==> src/shared/media_fmt_pkg.sv <==
// shared constants for the media format and security receive block
package media_fmt_pkg;
    // ========================================
    // register byte offsets
    localparam logic [7:0] OFF_CMD = 8'h00;    // write: opcode, issues a command
    localparam logic [7:0] OFF_CDW10 = 8'h04;  // command dword ten
    localparam logic [7:0] OFF_CDW11 = 8'h08;  // command dword eleven
    localparam logic [7:0] OFF_STATUS = 8'h0C; // read: live state
    localparam logic [7:0] OFF_CPL = 8'h10;    // read: completion, write: pop
    localparam logic [7:0] OFF_FMT = 8'h14;    // read: applied format
    localparam logic [7:0] OFF_CTRL = 8'h18;   // lock level, reset and link-loss pulses
    localparam logic [7:0] OFF_FMT_TABLE = 8'h1C; // block format table port
    localparam logic [7:0] OFF_RDATA = 8'h20;  // read: security receive data
    // ========================================
    // command opcodes
    localparam logic [7:0] OP_FORMAT = 8'h80;
    localparam logic [7:0] OP_SEC_SEND = 8'h81;
    localparam logic [7:0] OP_SEC_RECV = 8'h82;
    // ========================================
    // dword ten fields
    localparam int PROT_FIRST_BIT = 8;
    localparam int PROT_TYPE_LSB = 5;
    localparam int INLINE_BIT = 4;
    localparam int FMT_INDEX_LSB = 0;
    localparam int SECP_LSB = 24;
    localparam logic [2:0] PROT_NONE = 3'h0;
    localparam logic [2:0] PROT_RSVD_MIN = 3'h4;
    localparam logic [7:0] PROT_BYTES = 8'h08;
    // ========================================
    // register fields
    localparam int STAT_BUSY_BIT = 0;
    localparam int STAT_CPL_BIT = 1;
    localparam int STAT_SEC_BIT = 2;
    localparam int STAT_LOCK_BIT = 3;
    localparam int CPL_OP_LSB = 8;
    localparam int CPL_VALID_BIT = 16;
    localparam int FMT_INLINE_BIT = 3;
    localparam int FMT_IDX_LSB = 4;
    localparam int FMT_FIRST_BIT = 8;
    localparam int FMT_OFF_LSB = 16;
    localparam int CTRL_LOCK_BIT = 0;
    localparam int CTRL_RST_BIT = 1;
    localparam int CTRL_LOST_BIT = 2;
    localparam int TABLE_SUP_BIT = 4;
    localparam int TABLE_MD_LSB = 8;
    // ========================================
    // status codes and security protocols
    localparam logic [7:0] SC_SUCCESS = 8'h00;
    localparam logic [7:0] SC_INVALID_OPCODE = 8'h01;
    localparam logic [7:0] SC_INVALID_FIELD = 8'h02;
    localparam logic [7:0] SC_INVALID_FORMAT = 8'h0A;
    localparam logic [7:0] SECP_DISCOVERY = 8'h00;
    localparam logic [7:0] SECP_DEVICE = 8'hEA;
    localparam logic [31:0] SEC_DISC_WORD = 32'h0000_01EA;
    // ========================================
    // reset values and timing
    localparam logic [31:0] RST_WORD = 32'h0000_0000;
    localparam int FORMAT_TIME_NS = 160;
    localparam int CLK_PERIOD_NS = 10;
    localparam int FORMAT_CYCLES = (FORMAT_TIME_NS + CLK_PERIOD_NS - 1) / CLK_PERIOD_NS;
endpackage : media_fmt_pkg

==> src/core/format_engine.sv <==
// format engine: checks a format request, runs it, applies the new layout
`timescale 1ns/1ps
`default_nettype none
module format_engine (
    input wire logic pclk,
    input wire logic presetn,
    input wire logic start,
    input wire logic [31:0] cdw10,
    input wire logic [7:0] md_size,
    input wire logic fmt_supported,
    input wire logic sec_locked,
    output logic busy,
    output logic done_q,
    output logic [7:0] status_q,
    output logic [2:0] prot_type_q,
    output logic inline_q,
    output logic [3:0] index_q,
    output logic prot_first_q,
    output logic [7:0] prot_offset_q
);
    // ========================================
    // state and captured request
    typedef enum logic [1:0] {ST_IDLE, ST_CHECK, ST_RUN} fmt_state_t;
    localparam int GOOD_LAT = media_fmt_pkg::FORMAT_CYCLES + 2; // start to done
    localparam int RUN_GAP = GOOD_LAT - 8; // after the eight quiet cycles
    fmt_state_t state_q;
    logic [2:0] req_prot_q;    // requested protection type
    logic req_inline_q;        // requested inline metadata
    logic [3:0] req_idx_q;     // requested format index
    logic req_first_q;         // requested protection location
    logic [7:0] req_md_q;      // metadata size of the chosen format
    logic req_ok_q;            // format supported and not locked
    logic [7:0] cnt_q;         // media run countdown
    logic bad;

    assign busy = (state_q != ST_IDLE);

    // reserved type, missing format, lock, or too little metadata
    assign bad = (req_prot_q >= media_fmt_pkg::PROT_RSVD_MIN) || !req_ok_q
        || ((req_prot_q != media_fmt_pkg::PROT_NONE)
            && (req_md_q < media_fmt_pkg::PROT_BYTES));

    // ========================================
    // capture the request so table edits mid-run cannot change it
    always_ff @(posedge pclk or negedge presetn) begin
        if (!presetn) begin
            req_prot_q <= 3'h0;
            req_inline_q <= 1'b0;
            req_idx_q <= 4'h0;
            req_first_q <= 1'b0;
            req_md_q <= 8'h00;
            req_ok_q <= 1'b0;
        end else if (start && !busy) begin
            req_prot_q <= cdw10[media_fmt_pkg::PROT_TYPE_LSB +: 3];
            req_inline_q <= cdw10[media_fmt_pkg::INLINE_BIT];
            req_idx_q <= cdw10[media_fmt_pkg::FMT_INDEX_LSB +: 4];
            req_first_q <= cdw10[media_fmt_pkg::PROT_FIRST_BIT];
            req_md_q <= md_size;
            req_ok_q <= fmt_supported && !sec_locked;
        end
    end

    // ========================================
    // sequencer; a good format is done only once the media run is over, a refused one straight from the check
    always_ff @(posedge pclk or negedge presetn) begin
        if (!presetn) begin
            state_q <= ST_IDLE;
            cnt_q <= 8'h00;
            done_q <= 1'b0;
            status_q <= media_fmt_pkg::SC_SUCCESS;
        end else begin
            done_q <= 1'b0;
            case (state_q)
                ST_IDLE: begin
                    if (start) begin
                        state_q <= ST_CHECK;
                    end
                end
                ST_CHECK: begin
                    if (bad) begin
                        // refused up front, media untouched
                        status_q <= media_fmt_pkg::SC_INVALID_FORMAT;
                        done_q <= 1'b1;
                        state_q <= ST_IDLE;
                    end else begin
                        cnt_q <= 8'(media_fmt_pkg::FORMAT_CYCLES - 1);
                        state_q <= ST_RUN;
                    end
                end
                ST_RUN: begin
                    if (cnt_q == 8'h00) begin
                        status_q <= media_fmt_pkg::SC_SUCCESS;
                        done_q <= 1'b1;
                        state_q <= ST_IDLE;
                    end else begin
                        cnt_q <= cnt_q - 8'h01;
                    end
                end
                default: state_q <= ST_IDLE;
            endcase
        end
    end

    // ========================================
    // applied layout, updated at the end of a good run
    always_ff @(posedge pclk or negedge presetn) begin
        if (!presetn) begin
            prot_type_q <= 3'h0;
            inline_q <= 1'b0;
            index_q <= 4'h0;
            prot_first_q <= 1'b0;
            prot_offset_q <= 8'h00;
        end else if (state_q == ST_RUN && cnt_q == 8'h00) begin
            prot_type_q <= req_prot_q;
            index_q <= req_idx_q;
            // no metadata: the placement bit means nothing
            inline_q <= req_inline_q && (req_md_q != 8'h00);
            prot_first_q <= req_first_q;
            // protection in first or last eight metadata bytes
            if (req_prot_q == media_fmt_pkg::PROT_NONE || req_first_q) begin
                prot_offset_q <= 8'h00;
            end else begin
                prot_offset_q <= req_md_q - media_fmt_pkg::PROT_BYTES;
            end
        end
    end
endmodule : format_engine
`default_nettype wire

==> src/core/media_format_sec_rx.sv <==
// media format and security receive command block with an apb register port
//
// Contract
// - decode protection type: 1,2,3 on; 4+ reserved
// - placement bit set means inline extended block
// - placement bit ignored with zero metadata
// - low four bits pick the block format
// - format completion posts after media done
// - invalid format status for four failures
// - receive returns earlier send results by protocol
// - pending receive data may drop on reset
// - receive uses only pointers, dwords ten, eleven
// - protection in first or last eight bytes
//
// Design decisions made here: the APB register port and the address map.
`timescale 1ns/1ps
`default_nettype none
module media_format_sec_rx (
    input wire logic pclk,
    input wire logic presetn,
    input wire logic psel,
    input wire logic penable,
    input wire logic pwrite,
    input wire logic [7:0] paddr,
    input wire logic [31:0] pwdata,
    output logic [31:0] prdata,
    output logic pready,
    output logic pslverr
);
    // ========================================
    // declarations
    localparam int NUM_FMT = 16;      // block formats the table holds
    logic wr_en;                      // write access phase
    logic rd_setup;                   // read setup phase, data latched here
    logic hit;                        // address is mapped
    logic [31:0] cdw10_q;             // command dword ten
    logic [31:0] cdw11_q;             // command dword eleven
    logic sec_locked_q;               // security state forbids format
    logic [3:0] table_sel_q;          // table entry shown on read
    logic fmt_sup_q [NUM_FMT];        // format supported flags
    logic [7:0] fmt_md_q [NUM_FMT];   // metadata bytes per format
    logic cmd_go;                     // accepted command write
    logic [7:0] cmd_op;               // its opcode
    logic fmt_start_q;                // pulse into the engine
    logic fmt_busy;
    logic fmt_done;
    logic [7:0] fmt_status;
    logic [2:0] prot_type;
    logic inline_on;
    logic [3:0] fmt_index;
    logic prot_first;
    logic [7:0] prot_offset;
    logic cpl_valid_q;                // completion entry waiting
    logic [7:0] cpl_status_q;
    logic [7:0] cpl_op_q;
    logic sec_valid_q;                // send result waiting to be read
    logic [7:0] sec_proto_q;          // protocol it belongs to
    logic [31:0] sec_data_q;
    logic [31:0] sec_rdata_q;         // last receive payload
    logic sec_drop;                   // reset or link loss
    logic [7:0] secp;                 // protocol field of dword ten
    logic [31:0] prdata_q;
    logic [31:0] rd_d;

    // ========================================
    // apb decode; zero wait states, pready always high
    assign wr_en = psel && penable && pwrite;
    assign rd_setup = psel && !penable && !pwrite;
    assign pready = 1'b1;
    assign prdata = prdata_q;
    assign secp = cdw10_q[media_fmt_pkg::SECP_LSB +: 8];
    always_comb begin
        case (paddr)
            media_fmt_pkg::OFF_CMD, media_fmt_pkg::OFF_CDW10, media_fmt_pkg::OFF_CDW11,
            media_fmt_pkg::OFF_STATUS, media_fmt_pkg::OFF_CPL, media_fmt_pkg::OFF_FMT,
            media_fmt_pkg::OFF_CTRL, media_fmt_pkg::OFF_FMT_TABLE,
            media_fmt_pkg::OFF_RDATA: hit = 1'b1;
            default: hit = 1'b0;
        endcase
    end
    // unmapped addresses answer with an error, no state changes
    assign pslverr = psel && penable && !hit;

    // a command is only taken while nothing is outstanding; others are dropped
    assign cmd_go = wr_en && (paddr == media_fmt_pkg::OFF_CMD) && !fmt_busy
        && !cpl_valid_q && !fmt_start_q;
    assign cmd_op = pwdata[7:0];
    assign sec_drop = wr_en && (paddr == media_fmt_pkg::OFF_CTRL)
        && (pwdata[media_fmt_pkg::CTRL_RST_BIT] || pwdata[media_fmt_pkg::CTRL_LOST_BIT]);

    // ========================================
    // command dwords and control levels
    always_ff @(posedge pclk or negedge presetn) begin
        if (!presetn) begin
            cdw10_q <= media_fmt_pkg::RST_WORD;
            cdw11_q <= media_fmt_pkg::RST_WORD;
            sec_locked_q <= 1'b0;
            table_sel_q <= 4'h0;
        end else if (wr_en) begin
            // dwords ten and eleven are stored whole; ctrl keeps only the lock level; a table port write also sets the read select to the entry it writes
            if (paddr == media_fmt_pkg::OFF_CDW10) begin
                cdw10_q <= pwdata;
            end
            if (paddr == media_fmt_pkg::OFF_CDW11) begin
                cdw11_q <= pwdata;
            end
            if (paddr == media_fmt_pkg::OFF_CTRL) begin
                sec_locked_q <= pwdata[media_fmt_pkg::CTRL_LOCK_BIT];
            end
            if (paddr == media_fmt_pkg::OFF_FMT_TABLE) begin
                table_sel_q <= pwdata[3:0];
            end
        end
    end

    // ========================================
    // block format table, one entry per generate step; entry 0 is valid at reset
    for (genvar g = 0; g < NUM_FMT; g++) begin : g_fmt
        always_ff @(posedge pclk or negedge presetn) begin
            if (!presetn) begin
                fmt_sup_q[g] <= (g == 0);
                fmt_md_q[g] <= 8'h00;
            end else if (wr_en && paddr == media_fmt_pkg::OFF_FMT_TABLE
                         && pwdata[3:0] == 4'(g)) begin
                fmt_sup_q[g] <= pwdata[media_fmt_pkg::TABLE_SUP_BIT];
                fmt_md_q[g] <= pwdata[media_fmt_pkg::TABLE_MD_LSB +: 8];
            end
        end
    end

    // ========================================
    // format start pulse
    always_ff @(posedge pclk or negedge presetn) begin
        if (!presetn) begin
            fmt_start_q <= 1'b0;
        end else begin
            fmt_start_q <= cmd_go && (cmd_op == media_fmt_pkg::OP_FORMAT);
        end
    end

    // the index field selects the table entry handed to the engine
    format_engine u_engine (
        .pclk(pclk),
        .presetn(presetn),
        .start(fmt_start_q),
        .cdw10(cdw10_q),
        .md_size(fmt_md_q[cdw10_q[media_fmt_pkg::FMT_INDEX_LSB +: 4]]),
        .fmt_supported(fmt_sup_q[cdw10_q[media_fmt_pkg::FMT_INDEX_LSB +: 4]]),
        .sec_locked(sec_locked_q),
        .busy(fmt_busy),
        .done_q(fmt_done),
        .status_q(fmt_status),
        .prot_type_q(prot_type),
        .inline_q(inline_on),
        .index_q(fmt_index),
        .prot_first_q(prot_first),
        .prot_offset_q(prot_offset)
    );

    // ========================================
    // security result slot; a receive of its protocol pops it, a reset or link loss drops it
    always_ff @(posedge pclk or negedge presetn) begin
        if (!presetn) begin
            sec_valid_q <= 1'b0;
            sec_proto_q <= 8'h00;
            sec_data_q <= media_fmt_pkg::RST_WORD;
            sec_rdata_q <= media_fmt_pkg::RST_WORD;
        end else if (sec_drop) begin
            sec_valid_q <= 1'b0;
        end else if (cmd_go && cmd_op == media_fmt_pkg::OP_SEC_SEND
                     && secp == media_fmt_pkg::SECP_DEVICE) begin
            sec_valid_q <= 1'b1;
            sec_proto_q <= secp;
            sec_data_q <= cdw11_q;
        end else if (cmd_go && cmd_op == media_fmt_pkg::OP_SEC_RECV) begin
            if (secp == media_fmt_pkg::SECP_DISCOVERY) begin
                // discovery is not tied to any send
                sec_rdata_q <= media_fmt_pkg::SEC_DISC_WORD;
            end else if (sec_valid_q && secp == sec_proto_q) begin
                sec_rdata_q <= sec_data_q;
                sec_valid_q <= 1'b0;
            end else begin
                sec_rdata_q <= media_fmt_pkg::RST_WORD;
            end
        end
    end

    // ========================================
    // completion entry; a pop in the same cycle as a new post loses
    always_ff @(posedge pclk or negedge presetn) begin
        if (!presetn) begin
            cpl_valid_q <= 1'b0;
            cpl_status_q <= media_fmt_pkg::SC_SUCCESS;
            cpl_op_q <= 8'h00;
        end else if (fmt_done) begin
            // format posts only from the engine's done
            cpl_valid_q <= 1'b1;
            cpl_status_q <= fmt_status;
            cpl_op_q <= media_fmt_pkg::OP_FORMAT;
        end else if (cmd_go && cmd_op != media_fmt_pkg::OP_FORMAT) begin
            cpl_valid_q <= 1'b1;
            cpl_op_q <= cmd_op;
            case (cmd_op)
                media_fmt_pkg::OP_SEC_SEND,
                media_fmt_pkg::OP_SEC_RECV: begin
                    // only the device protocol, and discovery on a receive, are supported
                    if (secp == media_fmt_pkg::SECP_DEVICE
                        || (secp == media_fmt_pkg::SECP_DISCOVERY
                            && cmd_op == media_fmt_pkg::OP_SEC_RECV)) begin
                        cpl_status_q <= media_fmt_pkg::SC_SUCCESS;
                    end else begin
                        cpl_status_q <= media_fmt_pkg::SC_INVALID_FIELD;
                    end
                end
                default: cpl_status_q <= media_fmt_pkg::SC_INVALID_OPCODE;
            endcase
        end else if (wr_en && paddr == media_fmt_pkg::OFF_CPL) begin
            cpl_valid_q <= 1'b0;
        end
    end

    // ========================================
    // read mux, latched in the setup phase so prdata is a flop at access
    always_comb begin
        rd_d = 32'h0000_0000;
        case (paddr)
            media_fmt_pkg::OFF_CDW10: rd_d = cdw10_q;
            media_fmt_pkg::OFF_CDW11: rd_d = cdw11_q;
            media_fmt_pkg::OFF_STATUS: begin
                rd_d[media_fmt_pkg::STAT_BUSY_BIT] = fmt_busy || fmt_start_q;
                rd_d[media_fmt_pkg::STAT_CPL_BIT] = cpl_valid_q;
                rd_d[media_fmt_pkg::STAT_SEC_BIT] = sec_valid_q;
                rd_d[media_fmt_pkg::STAT_LOCK_BIT] = sec_locked_q;
            end
            media_fmt_pkg::OFF_CPL: begin
                rd_d[7:0] = cpl_status_q;
                rd_d[media_fmt_pkg::CPL_OP_LSB +: 8] = cpl_op_q;
                rd_d[media_fmt_pkg::CPL_VALID_BIT] = cpl_valid_q;
            end
            media_fmt_pkg::OFF_FMT: begin
                rd_d[2:0] = prot_type;
                rd_d[media_fmt_pkg::FMT_INLINE_BIT] = inline_on;
                rd_d[media_fmt_pkg::FMT_IDX_LSB +: 4] = fmt_index;
                rd_d[media_fmt_pkg::FMT_FIRST_BIT] = prot_first;
                rd_d[media_fmt_pkg::FMT_OFF_LSB +: 8] = prot_offset;
            end
            media_fmt_pkg::OFF_CTRL: rd_d[media_fmt_pkg::CTRL_LOCK_BIT] = sec_locked_q;
            media_fmt_pkg::OFF_FMT_TABLE: begin
                rd_d[3:0] = table_sel_q;
                rd_d[media_fmt_pkg::TABLE_SUP_BIT] = fmt_sup_q[table_sel_q];
                rd_d[media_fmt_pkg::TABLE_MD_LSB +: 8] = fmt_md_q[table_sel_q];
            end
            media_fmt_pkg::OFF_RDATA: rd_d = sec_rdata_q;
            default: rd_d = 32'h0000_0000;
        endcase
    end

    always_ff @(posedge pclk or negedge presetn) begin
        if (!presetn) begin
            prdata_q <= media_fmt_pkg::RST_WORD;
        end else if (rd_setup) begin
            prdata_q <= rd_d;
        end
    end
endmodule : media_format_sec_rx
`default_nettype wire

==> config.mk <==
export PLATFORM = sky130hd
export DESIGN_NAME = media_format_sec_rx
export DESIGN_NICKNAME = d
export VERILOG_FILES = /design/src/shared/media_fmt_pkg.sv /design/src/core/format_engine.sv /design/src/core/media_format_sec_rx.sv
export SDC_FILE = /design/constraint.sdc
export NUM_CORES = 1
export LEC_CHECK = 0
export ABC_AREA = 1
export BUFFER_PORTS_ARGS = -buffer_cell sky130_fd_sc_hd__buf_2
export CAP_MARGIN = 25
export CORE_MARGIN = 4
export CORE_UTILIZATION = 40
export DETAILED_ROUTE_END_ITERATION = 10
export GPL_TIMING_DRIVEN = 0
export PLACE_DENSITY_LB_ADDON = 0.05
export REMOVE_ABC_BUFFERS = 1
export SYNTH_ARGS = -nofsm -noshare
export SYNTH_HDL_FRONTEND = slang
export SYNTH_SLANG_ARGS = --single-unit
==> constraint.sdc <==
create_clock -name pclk -period 4.4 [get_ports pclk]
set_input_delay 0.88 -clock pclk [delete_from_list [all_inputs] [get_ports pclk]]
set_output_delay 0.88 -clock pclk [all_outputs]
set_load 0.03 [all_outputs]
==> flow_summary.ini, run 1 <==
[yosys]
ys_warn_count = 0
synth-xor-area-share_pct = 0.322
synth-compound-area-share_pct = 13.2
ys_seq_elements = 378
postSynthAreaPerCell_um2 = 7.62
yosysSeqAreaShare_pct = 49.6
netlist_area_um2 = 19100
yosys_most_used_dff = dfrtp_1
synth_top_family_by_area = simple AND/OR/NAND/NOR gates
synth_async_sr_flop_share_pct = 100
synthAdderAreaFrac_pct = 0.394
syn_inst = 2500
ys_types = 44
synth-simple-area-share_pct = 27.7
synth_edf_count = 0
synthMuxAreaShare_pct = 0

[timing]
drv_slew = 0
rsz0062_at_grt = no
finalSetupTns_ns = 0
worst_slew_pin_slew_ns = 1.07
finalHoldViolCount = 0
clock_skew_ns = 0.0250
max_freq_mhz = 252
fin_crit_ns = 3.97
finalSetupViolCount = 0
setup_ws_ns = 0.426
relSlewSlack_pct = 28.6
finalCritPeriodShare_pct = 90.3

[cells_and_area]
drive_above_1_share_pct = 9.65
nNetsFinal = 2556
antennaDiodeCount = 0
fillers = 4796
area_growth_pct = 12.4
final_util_pct = 45.7
postLayoutCellArea_um2 = 21400

[place]
placed_cell_area_um2 = 20000
numPortBuffers = 77
gp_congestion = 0.836
place_ws_ns = 0.409
dp_hpwl_um = 38900

[pwr]
leakage_nw = 10.6
vdd_drop_max_v = 0.000281
power_density_nw_per_um2 = 361

[route]
drtIter0Drc = 1083
viasPerCell = 5.21
routed_wirelength_um = 59600
drc = 0
first_pass_iters = 6
ant_nets = 0
wl_per_cell_um = 18.9
vias = 16400

[job]
cap_violations = 0

[floorplanning]
rows = 79
die_area_um2 = 51200
die-height_um = 226
fp.coreArea_um2 = 46900
die_w_um = 226
initial_core_util_pct = 40.7
ios = 79

[worst_setup_path]
end_kind = primary output
arrival_ns = 3.09
r2r_slack_ns = 1.45
cp_top_family = simple AND/OR/NAND/NOR gates
critical_path_buf_inv_count = 3
path_cells = buf_2, nor2_2, nand3_1, nor2_4, inv_1, nand2_1, nor3_1, buf_2
cp_slowest_cell = nor2_4
cpMostUsedCell = buf_2
r2r-start = u_engine.state_q[0]
critPathKind = in -> out
critPathLaunchType = input pin
r2r_end = sec_proto_q[6]
crit_path_max_fanout = 25
cp.required_ns = 3.52
critical_path.max_stage_delay_ns = 0.78
reg2reg_depth = 11

[cts]
cts_max_path_buffers = 3
post_cts_resize_count = 0
cts_tree = done
clk_latency_ns = 0.58
cts-root-buf = clkbuf_16
htree_levels = 2
clk_pin_slew_worst_paths_ns = 0.05
cts_setup_buffers = 0
cts_buffers = 46
cts_sinks = 378
cts_hold_buf = 0

[outcome]
outcome = completed

[min_path]
hp-class = in -> async

[grt]
gr-total-overflow = 0
grt_pass1_vias = 15700
grtUsageTotal_pct = 23.4
grt_max_degree = 101
grt_pass1_wl_um = 93300
antenna_found_initial = 0
-- per-layer routing --
layer / vias up / GRT usage (%) / share of wire, %
met2: 405 / 37.6 / 46
met3: 90 / 3.81 / 5.4
li1: 8024 / - / -
met1: 7866 / 33.2 / 46
met4: 0 / 6.11 / 2.3
met5: - / 0 / 0
-- flip-flops by register name (all words and copies together), names as in the netlist, 4 cells and up --
signal,count
sec_data_q,32
u_engine.cnt_q,8
u_engine.req_md_q,8
fmt_sup_q,16
u_engine.prot_offset_q,8
u_engine.index_q,4
sec_rdata_q,32
prdata,32
cdw10_q,32
cpl_op_q,8
u_engine.req_idx_q,4
fmt_md_q,128
sec_proto_q,8
cdw11_q,32
table_sel_q,4
-- cells in the final DEF, fill, tap and decap left out, types with 47 or more instances in the layout --
master     netlist  layout
nand2_1        891     888
dfrtp_1        377     373
o21ai_0        262     262
inv_1          238     235
nand3_1        178     178
a21oi_1         94      94
o21ai_1         87      87
nor2_1          82      82
buf_2           26      76
clkbuf_16        0      47
-- synthesized netlist by cell type (2+ instances only) --
master    instances  share of area, %
o211ai_1          5              0.20
ha_1              6              0.39
nand2_1         891                18
buf_4             5              0.20
a21oi_1          94               2.5
or2_2             5              0.16
nand2_4          12              0.71
nand4_4           2              0.22
clkinv_1          2             0.039
nor3_2            2              0.11
nand2_2           7              0.23
nor2_8            3              0.32
nand4_1          40               1.3
nor2_1           82               1.6
o21ai_1          87               2.3
inv_2             5             0.098
buf_6            19               1.1
nor2_2            5              0.16
inv_1           238               4.7
xor2_1            4              0.18
nand3_1         178               4.7
o31ai_1           3              0.12
nor3_1            9              0.24
xnor2_1           3              0.14
o21ai_0         262               6.9
dfrtp_1         377                49
buf_1             9              0.18
o22ai_1           3             0.098
nor4_1            2             0.066
clkbuf_1         78               1.5
clkbuf_2          2             0.053
buf_2            26              0.68
o21ai_2          23               1.1
-- report_power, final --
group	internal (W)	switching (W)	leakage, nW
clock	0.00210	0.00151	0.707
sequential	0.00353	0.0000516	5.18
combinational	0.000140	0.000390	4.72
total	0.00578	0.00196	10.6
-- cell type report --
type | instances | area, µm² | share of cell area [%]
sequential | 378 | 9470 | 44.2
inverter | 246 | 928 | 4.33
multi-input combinational | 1736 | 7950 | 37.1
timing repair buffer | 97 | 893 | 4.17
tap | 607 | 759 | 3.55
clock inverter | 12 | 63.8 | 0.298
clock buffer | 69 | 1350 | 6.30
-- stage by stage --
| stage | hold WS (ns) | total power, W | std cells |
|---|---|---|---|
| global placement | 0.457 | 0.00416 | 3044 |
| CTS | 0.238 | 0.00784 | 3144 |
| floorplan | 0.442 | 0.00391 | 2360 |
| finish | 0.234 | 0.00774 | 3145 |
| global route | 0.272 | 0.00805 | 3145 |
| detailed placement | 0.456 | 0.00419 | 3063 |
-- cell families (layout without fill, tap and decap cells) --
group | count (synthesis) | count (layout)
DFF | 378 | 378
buffers and inverters | 386 | 424
adders and majority gates | 6 | 6
AOI/OAI and AO/OA | 479 | 479
and+or+nand+nor | 1243 | 1243
xor gates and xnor gates | 7 | 7
other | 1 | 1
-- worst max path at each step --
stage,from,end,slack (ns),cells after the start
floorplan,table_sel_q[0],prdata[8],0.99,10
global placement,presetn,fmt_md_q[40],-5.47,1
detailed placement,paddr[7],pslverr,0.41,8
CTS,paddr[7],pslverr,0.39,8
global route,paddr[7],pslverr,0.25,8
finish,paddr[7],pslverr,0.43,8
No activity file was read; power rests on OpenSTA's default activity.
==> inputs of run 2 (changes only) <==
--- a/config.mk
+++ b/config.mk
@@ -8,7 +8,7 @@
 export ABC_AREA = 1
 export BUFFER_PORTS_ARGS = -buffer_cell sky130_fd_sc_hd__buf_2
 export CAP_MARGIN = 25
-export CORE_MARGIN = 4
+export CORE_MARGIN = 10
 export CORE_UTILIZATION = 40
 export DETAILED_ROUTE_END_ITERATION = 10
 export GPL_TIMING_DRIVEN = 0
==> run 2 against run 1 <==
  * Final area barely moved
  * Sequential cell count did not move
  * Via count fell by 0.45%
  * Combinational power barely moved
  * Sequential share of layout area barely moved
  * Count of clock-buffer cells in the layout fell by 1
  * Worst hold slack improved by 0.051 ns
  * Sequential power barely moved
  * Worst setup slack improved by 0.0040 ns
  * Clock power rose by 3%
  * Core utilization barely moved
  * Critical path type unchanged
  * Critical endpoint unchanged
  * Highest routed layer unchanged
==> flow_summary.ini, run 2 (synthesized netlist as in run 1, its figures left out) <==
[outcome]
outcome = completed

[route]
vias = 16300
drc = 0
ant_nets = 0
routed_wirelength_um = 60000
drtIter0Drc = 1398
first_pass_iters = 6
wl_per_cell_um = 19.1
viasPerCell = 5.19

[cts]
post_cts_resize_count = 0
cts-root-buf = clkbuf_16
cts_buffers = 45
clk_latency_ns = 0.58
cts_setup_buffers = 0
cts_hold_buf = 0
cts_max_path_buffers = 3
cts_tree = done
clk_pin_slew_worst_paths_ns = 0.05
htree_levels = 2
cts_sinks = 378

[timing]
finalSetupTns_ns = 0
drv_slew = 0
worst_slew_pin_slew_ns = 1.06
finalHoldViolCount = 0
finalCritPeriodShare_pct = 90.2
setup_ws_ns = 0.430
hold_ws_ns = 0.285
rsz0062_at_grt = no
fin_crit_ns = 3.97
finalSetupViolCount = 0
relSlewSlack_pct = 29.6
max_freq_mhz = 252
clock_skew_ns = 0.0137

[cells_and_area]
antennaDiodeCount = 0
final_util_pct = 45.7
largest_register_ff_count = 128
postLayoutCellArea_um2 = 21400
final_common_cell = nand2_1
nNetsFinal = 2554
area_growth_pct = 12.3
drive_above_1_share_pct = 9.55
final_cell_mix = nand2_1 (889), dfrtp_1 (373), o21ai_0 (262), inv_1 (235), nand3_1 (178)
regMostFlops = fmt_md_q

[place]
numPortBuffers = 77
gp_congestion = 0.824
placed_cell_area_um2 = 19900
place_ws_ns = -0.0441
dp_hpwl_um = 38700

[min_path]
hp-class = in -> async

[worst_setup_path]
arrival_ns = 3.09
crit_path_max_fanout = 25
startpoint = paddr[7]
cp.required_ns = 3.52
r2r-start = u_engine.state_q[0]
critPathLaunchType = input pin
end_kind = primary output
critPathKind = in -> out

[floorplanning]
initial_core_util_pct = 40.7
die_w_um = 238
die-height_um = 238
ios = 79
fp.coreArea_um2 = 46900
die_area_um2 = 56800
rows = 79

[pwr]
vdd_drop_max_v = 0.000273
power_density_nw_per_um2 = 366
leakage_nw = 10.6

[grt]
grtUsageTotal_pct = 21.2
grt_max_degree = 119
grt_pass1_vias = 15800
gr-total-overflow = 0
antenna_found_initial = 1
grt_pass1_wl_um = 94000

[job]
cap_violations = 0
run 2: stage by stage:
stage	instances	total power [W]
detailed placement	3061	0.00418
CTS	3139	0.00794
global route	3141	0.00813
finish	3141	0.00784
floorplan	2360	0.00391
global placement	3044	0.00416
run 2: path summary, 6_finish.rpt:
kind                                   to  slack, ns  depth (start not counted)
setup / recovery                  pslverr       0.43                          8
hold / removal                 prdata[24]       0.28                          1
setup reg to reg           sec_proto_q[6]       1.25                         11
hold reg to reg                prdata[30]       0.47                          2
max in group asynchronous   sec_data_q[5]       3.06                          2
min in group pclk              prdata[30]       0.47                          2
run 2: power by group:
group	switching (W)	internal (W)	leakage, nW
Clock	0.00150	0.00223	0.720
Sequential	0.0000523	0.00353	5.18
Combinational	0.000390	0.000138	4.69
Total	0.00194	0.00590	10.6
run 2: area by class of cell:
type                            instances  area, µm²
Clock inverter                         10        106
Inverter                              246        928
Timing Repair Buffer                   96        836
Fill cell                            4793      25400
Sequential cell                       378       9470
Clock buffer                           68       1360
Tap cell                              607        759
Multi-Input combinational cell       1736       7950
run 2: worst max-delay path, stage by stage:
cell and delay, ns:
buf_2 0.10, nor2_2 0.19, nand3_1 0.25, nor2_4 0.76, inv_1 0.46, nand2_1 0.15
nor3_1 0.10, buf_2 0.19
run 2: per-layer routing:
metal	vias to the layer above	part of all wire, %	track usage, %	wire length [µm]
li1	7997	-	-	-
met1	7830	46	28.6	27400
met2	401	47	34.7	28100
met3	83	5.5	3.69	3290
met4	0	2.0	5.11	1200
met5	-	0	0	0
